$ cat src/common/sdfb_pkg.sv
// Constants and types of the service data forwarding bridge.
// Assumes a single 50 MHz system clock shared by all users.
package sdfb_pkg;
  // ==========================================================
  // Timing
  localparam int unsigned CLK_HZ = 50000000;
  localparam int unsigned CYCLE_MS = 10;
  localparam int unsigned CYCLE_CLKS = CLK_HZ / 1000 * CYCLE_MS;
  // ==========================================================
  // Queue and entry layout
  localparam int unsigned FIFO_DEPTH = 50;
  localparam int unsigned INDEX_W = 16;
  localparam int unsigned SUB_W = 8;
  localparam int unsigned DATA_W = 32;
  localparam int unsigned ENTRY_W = INDEX_W + SUB_W + DATA_W;
  localparam int unsigned LOCAL_DEPTH = 64;
  // ==========================================================
  // Object indices with special actions
  localparam logic [15:0] IDX_SAVE = 16'h1010;
  localparam logic [15:0] IDX_RESTORE_BLOCK = 16'h1011;
  localparam logic [15:0] IDX_RESTORE_BYTE = 16'h2015;
  // ==========================================================
  // Reset values
  localparam logic [31:0] DATA_RST = 32'h0000_0000;
  // ==========================================================
  // Exchange slot states
  typedef enum logic [3:0] {
    SL_IDLE = 4'h1,
    SL_PD = 4'h2,
    SL_GAP = 4'h4,
    SL_SD = 4'h8
  } sdfb_slot_t;
endpackage : sdfb_pkg

$ cat src/rtl/sdfb_bridge.sv
// Service data forwarding bridge between the fieldbus side and the main controller.
// Assumes bus requests and link signals come from logic on i_clk.
// How it works
// - Byte-store parameters committed right after each accepted write
// - Block-store parameters staged in RAM until save
// - Power loss restores block store from last save
// - Two restore commands, byte and block store
// - Link exchanges on a fixed ten millisecond cycle
// - At most one queued command per gap
// - Commands accepted anytime the queue has room, values kept locally
// - Reads answered locally without waiting
// - Writes queued in fifty-entry ring, in order
// - Objects addressed by sixteen-bit index
`timescale 1ns/100ps
module sdfb_bridge #(
  parameter int unsigned CYCLE_CLKS = sdfb_pkg::CYCLE_CLKS,
  parameter int unsigned FIFO_DEPTH = sdfb_pkg::FIFO_DEPTH,
  parameter int unsigned LOCAL_DEPTH = sdfb_pkg::LOCAL_DEPTH
) (
  input wire logic i_clk,
  input wire logic i_arst_n,
  // Fieldbus side requests
  input wire logic i_req_valid,
  input wire logic i_req_write,
  input wire logic [15:0] i_req_index,
  input wire logic [7:0] i_req_sub,
  input wire logic [31:0] i_req_data,
  input wire logic i_req_block_store,
  output logic o_rsp_valid,
  output logic o_rsp_ok,
  output logic [31:0] o_rsp_data,
  output logic o_overflow,
  // Link to main controller
  output logic o_pd_slot,
  input wire logic i_pd_valid,
  input wire logic [31:0] i_pd_position,
  input wire logic [15:0] i_pd_status,
  input wire logic [15:0] i_pd_error,
  output logic o_sd_valid,
  output logic [15:0] o_sd_index,
  output logic [7:0] o_sd_sub,
  output logic [31:0] o_sd_data,
  output logic [31:0] o_position,
  output logic [15:0] o_status,
  output logic [15:0] o_error,
  // Nonvolatile store commands
  output logic o_nv_byte_commit,
  output logic o_nv_block_commit,
  output logic o_nv_byte_restore,
  output logic o_nv_block_restore,
  output logic o_nv_block_reload
);
  localparam int unsigned PW = $clog2(FIFO_DEPTH);
  localparam int unsigned CW = $clog2(CYCLE_CLKS);
  localparam int unsigned LW = $clog2(LOCAL_DEPTH);
  localparam logic [PW-1:0] LAST = PW'(FIFO_DEPTH - 1);
  localparam logic [CW-1:0] CYC_LAST = CW'(CYCLE_CLKS - 1);
  localparam logic [CW-1:0] GAP_AT = CW'(CYCLE_CLKS / 2);

  // ==========================================================
  // Storage
  logic [sdfb_pkg::ENTRY_W-1:0] fifo_mem [FIFO_DEPTH];
  logic [31:0] local_mem [LOCAL_DEPTH];
  logic [PW-1:0] wr_ptr, next_wr_ptr;
  logic [PW-1:0] rd_ptr, next_rd_ptr;
  logic [PW:0] count, next_count;
  logic [CW-1:0] tick, next_tick;
  sdfb_pkg::sdfb_slot_t slot, next_slot;
  logic sd_sent, next_sd_sent;
  logic rsp_valid, next_rsp_valid;
  logic rsp_ok, next_rsp_ok;
  logic [31:0] rsp_data, next_rsp_data;
  logic overflow, next_overflow;
  logic pd_slot, next_pd_slot;
  logic sd_valid, next_sd_valid;
  logic [sdfb_pkg::ENTRY_W-1:0] sd_entry, next_sd_entry;
  logic [31:0] position, next_position;
  logic [15:0] status, next_status;
  logic [15:0] error, next_error;
  logic nv_bc, next_nv_bc, nv_kc, next_nv_kc, nv_br, next_nv_br, nv_kr, next_nv_kr;
  logic nv_reload, next_nv_reload;
  logic dirty, next_dirty;
  logic push, pop, full;
  logic [LW-1:0] slot_of_req;

  // Local slot selected from low bits of index XOR subindex, full 16-bit index kept in queue
  assign slot_of_req = LW'(i_req_index ^ {8'h00, i_req_sub});
  assign full = (count == (PW+1)'(FIFO_DEPTH));
  assign push = i_req_valid && i_req_write && !full;
  assign pop = (slot == sdfb_pkg::SL_GAP) && !sd_sent && (count != '0);

  // ==========================================================
  // Queue pointers, cycle timer and answers
  always_comb begin
    next_wr_ptr = wr_ptr;
    next_rd_ptr = rd_ptr;
    next_count = count;
    next_tick = (tick == CYC_LAST) ? '0 : tick + CW'(1);
    next_slot = slot;
    next_sd_sent = sd_sent;
    next_rsp_valid = 1'b0;
    next_rsp_ok = 1'b0;
    next_rsp_data = rsp_data;
    next_overflow = overflow;
    next_pd_slot = 1'b0;
    next_sd_valid = 1'b0;
    next_sd_entry = sd_entry;
    next_position = position;
    next_status = status;
    next_error = error;
    next_nv_bc = 1'b0;
    next_nv_kc = 1'b0;
    next_nv_br = 1'b0;
    next_nv_kr = 1'b0;
    next_nv_reload = 1'b0;
    next_dirty = dirty;
    // Exchange slot sequence within each cycle
    case (slot)
      sdfb_pkg::SL_IDLE: begin
        // Timer starts with the first frame so the first cycle is full length
        next_tick = '0;
        next_slot = sdfb_pkg::SL_PD;
        next_pd_slot = 1'b1;
      end
      sdfb_pkg::SL_PD: begin
        if (i_pd_valid) begin
          next_position = i_pd_position;
          next_status = i_pd_status;
          next_error = i_pd_error;
        end
        if (tick == GAP_AT) begin
          next_slot = sdfb_pkg::SL_GAP;
        end
      end
      sdfb_pkg::SL_GAP: begin
        if (pop) begin
          next_sd_valid = 1'b1;
          next_sd_entry = fifo_mem[rd_ptr];
          next_rd_ptr = (rd_ptr == LAST) ? '0 : rd_ptr + PW'(1);
          next_sd_sent = 1'b1;
        end
        next_slot = sdfb_pkg::SL_SD;
      end
      sdfb_pkg::SL_SD: begin
        if (tick == CYC_LAST) begin
          next_slot = sdfb_pkg::SL_PD;
          next_pd_slot = 1'b1;
          next_sd_sent = 1'b0;
        end
      end
      default: begin
        next_slot = sdfb_pkg::SL_IDLE;
      end
    endcase
    // Ring queue bookkeeping
    if (push) begin
      next_wr_ptr = (wr_ptr == LAST) ? '0 : wr_ptr + PW'(1);
    end
    next_count = count + (PW+1)'(push) - (PW+1)'(pop);
    // Overflow sticks until a write is accepted again
    if (i_req_valid && i_req_write && full) begin
      next_overflow = 1'b1;
    end else if (push) begin
      next_overflow = 1'b0;
    end
    // Answers come from local copy at once
    if (i_req_valid) begin
      next_rsp_valid = 1'b1;
      next_rsp_ok = !i_req_write || !full;
      next_rsp_data = i_req_write ? i_req_data : local_mem[slot_of_req];
      if (push) begin
        if (i_req_index == sdfb_pkg::IDX_SAVE) begin
          next_nv_kc = dirty;
          next_dirty = 1'b0;
        end else if (i_req_index == sdfb_pkg::IDX_RESTORE_BLOCK) begin
          next_nv_kr = 1'b1;
          next_dirty = 1'b1;
        end else if (i_req_index == sdfb_pkg::IDX_RESTORE_BYTE) begin
          next_nv_br = 1'b1;
        end else if (i_req_block_store) begin
          next_dirty = 1'b1;
        end else begin
          next_nv_bc = 1'b1;
        end
      end
    end
  end

  // ==========================================================
  // Register the control state
  always_ff @(posedge i_clk or negedge i_arst_n) begin
    if (!i_arst_n) begin
      wr_ptr <= '0;
      rd_ptr <= '0;
      count <= '0;
      tick <= '0;
      slot <= sdfb_pkg::SL_IDLE;
      sd_sent <= 1'b0;
      rsp_valid <= 1'b0;
      rsp_ok <= 1'b0;
      rsp_data <= sdfb_pkg::DATA_RST;
      overflow <= 1'b0;
      pd_slot <= 1'b0;
      sd_valid <= 1'b0;
      sd_entry <= '0;
      position <= sdfb_pkg::DATA_RST;
      status <= 16'h0000;
      error <= 16'h0000;
      nv_bc <= 1'b0;
      nv_kc <= 1'b0;
      nv_br <= 1'b0;
      nv_kr <= 1'b0;
      nv_reload <= 1'b1;
      dirty <= 1'b0;
    end else begin
      wr_ptr <= next_wr_ptr;
      rd_ptr <= next_rd_ptr;
      count <= next_count;
      tick <= next_tick;
      slot <= next_slot;
      sd_sent <= next_sd_sent;
      rsp_valid <= next_rsp_valid;
      rsp_ok <= next_rsp_ok;
      rsp_data <= next_rsp_data;
      overflow <= next_overflow;
      pd_slot <= next_pd_slot;
      sd_valid <= next_sd_valid;
      sd_entry <= next_sd_entry;
      position <= next_position;
      status <= next_status;
      error <= next_error;
      nv_bc <= next_nv_bc;
      nv_kc <= next_nv_kc;
      nv_br <= next_nv_br;
      nv_kr <= next_nv_kr;
      nv_reload <= next_nv_reload;
      dirty <= next_dirty;
    end
  end

  // ==========================================================
  // Queue and local value arrays, no reset
  always_ff @(posedge i_clk) begin
    if (push) begin
      fifo_mem[wr_ptr] <= {i_req_index, i_req_sub, i_req_data};
    end
    if (i_req_valid && i_req_write) begin
      local_mem[slot_of_req] <= i_req_data;
    end
  end

  // ==========================================================
  // Outputs
  assign o_rsp_valid = rsp_valid;
  assign o_rsp_ok = rsp_ok;
  assign o_rsp_data = rsp_data;
  assign o_overflow = overflow;
  assign o_pd_slot = pd_slot;
  assign o_sd_valid = sd_valid;
  assign o_sd_index = sd_entry[sdfb_pkg::ENTRY_W-1 -: 16];
  assign o_sd_sub = sd_entry[sdfb_pkg::DATA_W +: 8];
  assign o_sd_data = sd_entry[sdfb_pkg::DATA_W-1:0];
  assign o_position = position;
  assign o_status = status;
  assign o_error = error;
  assign o_nv_byte_commit = nv_bc;
  assign o_nv_block_commit = nv_kc;
  assign o_nv_byte_restore = nv_br;
  assign o_nv_block_restore = nv_kr;
  assign o_nv_block_reload = nv_reload;
endmodule : sdfb_bridge

$ cat config.mk
export PLATFORM = sky130hd
export DESIGN_NAME = sdfb_bridge
export DESIGN_NICKNAME = d
export VERILOG_FILES = /design/src/common/sdfb_pkg.sv /design/src/rtl/sdfb_bridge.sv
export SDC_FILE = /design/constraint.sdc
export NUM_CORES = 2
export LEC_CHECK = 0
export BUFFER_PORTS_ARGS = -buffer_cell sky130_fd_sc_hd__buf_2
export CORE_ASPECT_RATIO = 0.75
export CORE_MARGIN = 2
export CORE_UTILIZATION = 30
export DETAILED_ROUTE_END_ITERATION = 12
export RECOVER_POWER = 50
export SKIP_CTS_REPAIR_TIMING = 1
export SLEW_MARGIN = 10
export SYNTH_ARGS = -nofsm -noshare
export SYNTH_HDL_FRONTEND = slang
export SYNTH_MEMORY_MAX_BITS = 65536
export SYNTH_SLANG_ARGS = --single-unit
export TNS_END_PERCENT = 50
$ cat constraint.sdc
create_clock -name i_clk -period 8.2 [get_ports i_clk]
set_input_delay 1.23 -clock i_clk [delete_from_list [all_inputs] [get_ports i_clk]]
set_output_delay 1.23 -clock i_clk [all_outputs]
set_load 0.1 [all_outputs]
==> impl_metrics.json <==
{
  "hold_class": "reg -> reg",
  "post-route-period-util": 0.805,
  "dr.pass1.iters": 8,
  "cts.path.max_buffers": 4,
  "crit_path_end_kind": "flip-flop",
  "crit_type": "in -> reg",
  "areaGrowthSynthToFinish_pct": 15.9,
  "vias": 99928,
  "async_reset_ff_frac": 0.0408,
  "cts_buffers": 523,
  "min_path_cells": 2,
  "rows": 252,
  "clkSlewWorstSetupHoldPaths_ns": 0.06,
  "worstReg2RegStart": "count[3]$_DFF_PN0_",
  "synth_cells": 9185,
  "die_h_um": 692,
  "synth.net_count": 9328,
  "hold_viol_final": 0,
  "grt_pass1_vias": 96003,
  "syn-cell-area_um2": 189000,
  "clk_latency_ns": 1.08,
  "drive_gt1_frac": 0.216,
  "power.density_nw_per_um2": 252,
  "seqCellArea_um2": 151000,
  "status": "finished, violations left",
  "ys.flop_type": "edfxtp_1",
  "hold_start": "sd_entry[28]$_DFFE_PN0P_",
  "synth-seq-cells": 5054,
  "wl_mm": 558,
  "ys_seq_area_frac": 0.796,
  "cts_sinks": 5054,
  "fin_crit_ns": 6.60,
  "io_pins": 288,
  "root_buffer": "clkbuf_16",
  "synth_edf_count": 4848,
  "cts_tree": "built",
  "critPathLaunch": "i_req_sub[3]",
  "hpwl_mm": 301,
  "track_usage": 0.168,
  "violations": "capacitance limit, slew limit",
  "grt_pass1_wl_mm": 773,
  "synth_cell_types": 65,
  "die_w_um": 922,
  "crit_path_start_kind": "input pin",
  "final_antenna_net_count": 0,
  "grt-ovfl-total": 0,
  "drv_cap": 90,
  "slew_headroom": -2.02,
  "nets": 9914,
  "core_area_um2": 629000,
  "finalPower_w": 0.0553,
  "fin_skew_ns": 0.115,
  "antenna_found_initial": 38,
  "syn_area_per_cell_um2": 20.6,
  "arrival_ns": 7.50,
  "irDropWorstVdd_v": 0.000228,
  "avgViaCountPerCell": 5.38,
  "utilization": 0.349,
  "fill_cells": 57985,
  "die_area_um2": 638000,
  "place_congestion": 0.794,
  "drc": 0,
  "grt_max_degree": 145,
  "rsz0062_at_grt": "no",
  "htreeDepth": 6,
  "p_leak_nw": 66.6,
  "yosys_warnings": 0,
  "setup_violations": 0,
  "report.final.slew_viol_count": 5027,
  "multi_input_area_um2": 37200,
  "drtIter0Drc": 14663,
  "worst-slew-pin-transition_ns": 4.54,
  "critPathRequiredTime_ns": 9.10,
  "rr_worst_depth": 19,
  "port_buffers": 287,
  "post_drt_wl_per_cell_um": 30.1,
  "initial_core_util": 0.301,
  "max_freq_mhz": 151,
  "crit_fanout": 52,
  "tns_ns": 0
}
placed cells by master, fill, tap and decap left out, types with 12 or more instances in the layout:
cell type / n
buf_2: 243
buf_12: 43
a41oi_1: 79
mux4_2: 713
ha_1: 16
nand3_1: 46
buf_4: 224
xnor2_1: 16
mux2i_1: 387
dfrtp_1: 198
mux2_2: 89
clkinv_1: 72
inv_1: 23
clkbuf_8: 22
nor4_1: 31
o21ai_0: 155
nor3_1: 79
a22o_1: 109
a221o_1: 30
clkbuf_16: 537
o22ai_1: 207
edfxtp_1: 4848
a21oi_1: 214
a22oi_1: 618
clkinv_2: 61
nand2_1: 215
inv_6: 17
xor2_1: 12
clkbuf_1: 253
nor2_4: 115
bufinv_16: 35
a31oi_1: 95
a221oi_1: 135
nor2_1: 64
metal layers:
layer	wire length (um)	vias to the layer above	GRT usage
met2	246000	6084	0.250
met5	92	-	0
met4	16400	14	0.0443
met3	60400	807	0.0338
li1	-	39901	-
met1	235000	53122	0.250
synth_stat cells (4+ instances only):
cell	count	share of area
edfxtp_1	4848	0.77
mux4_2	713	0.085
a22oi_1	618	0.024
mux2i_1	387	0.020
clkbuf_1	245	0.0049
nand2_1	227	0.0045
buf_2	218	0.0058
a21oi_1	214	0.0057
o22ai_1	207	0.0068
dfrtp_1	204	0.027
nor2_1	182	0.0036
o21ai_0	155	0.0041
a221oi_1	135	0.0062
a22o_1	109	0.0050
a31oi_1	96	0.0032
mux2_2	89	0.0053
nor3_1	85	0.0022
a41oi_1	79	0.0037
buf_1	69	0.0014
nand3_1	46	0.0012
nor4_1	34	0.0011
a221o_1	30	0.0016
inv_1	23	0.00046
buf_4	18	0.00071
xnor2_1	17	0.00079
ha_1	16	0.0011
xor2_1	12	0.00055
nand4_1	9	0.00030
nor2b_1	8	0.00026
nand2b_1	7	0.00023
o2111ai_1	7	0.00032
or3_1	7	0.00023
a222oi_1	6	0.00032
nand3b_1	6	0.00024
a21o_1	5	0.00020
and3_1	5	0.00017
a211oi_1	4	0.00016
and2_1	4	0.00013
nor3_2	4	0.00021
per-stage QoR:
stage / area (um2) / setup slack, ns / instances / hold WS, ns
5_1_grt: 219000 / 1.56 / 18563 / 0.396
6_report: 220000 / 1.60 / 18572 / 0.474
4_1_cts: 220000 / 3.21 / 18561 / 0.103
3_3_place_gp: 203000 / 2.47 / 17628 / 0.459
3_5_place_dp: 203000 / 2.46 / 17628 / 0.468
2_1_floorplan: 189000 / 1.42 / 9185 / 0.447
sequential cells by signal (all words and copies together) (netlist names), 7 cells and up:
signal      flops
o_position     32
local_mem    2048
fifo_mem     2800
count           7
o_error        16
tick           19
o_status       16
o_rsp_data     32
sd_entry       56
layout make-up:
cell class | instances | area share
diodes | 11 | 0.000125
repair buffers | 611 | 0.0188
clock inverters | 222 | 0.0112
multi-input cells | 3557 | 0.170
inverters | 24 | 0.000410
clock buffers | 711 | 0.0652
well taps | 8382 | 0.0478
flip-flops and latches | 5054 | 0.687
worst max-delay path, cell delays in order:
cell      delay [ns]
buf_2           0.07
clkbuf_1        2.30
xnor2_1         0.59
buf_4           0.37
nand2_2         0.66
buf_4           0.62
buf_4           0.27
a41oi_1         0.12
nor4_1          0.99
a21oi_1         0.20
cells by family after synthesis:
kind of cell	after synthesis	share of synthesized area
flops	5054	0.796
compound gates	1675	0.0622
mux	1189	0.111
simple gates	640	0.0153
buf+inv	574	0.0132
xor+xnor	35	0.00192
fa+ha+maj	17	0.00116
other cells	1	0.0000198
report_power, final:
group	internal (W)	switching [W]	leakage, nW
Combinational	0.000679	0.00235	12.3
Sequential	0.0287	0.000178	46.1
Clock	0.0134	0.0100	8.16
Total	0.0428	0.0125	66.6
worst paths after layout:
kind | endpoint | slack (ns)
max | o_rsp_data[16]$_DFFE_PN0P_ | 1.60
min | sd_entry[28]$_DFFE_PN0P_ | 0.47
max reg2reg | count[6]$_DFF_PN0_ | 3.33
min reg2reg | sd_entry[28]$_DFFE_PN0P_ | 0.47
max in group asynchronous | sd_entry[44]$_DFFE_PN0P_ | 2.67
min in group asynchronous | sd_entry[35]$_DFFE_PN0P_ | 1.65
No activity file was read; power rests on OpenSTA's default activity.
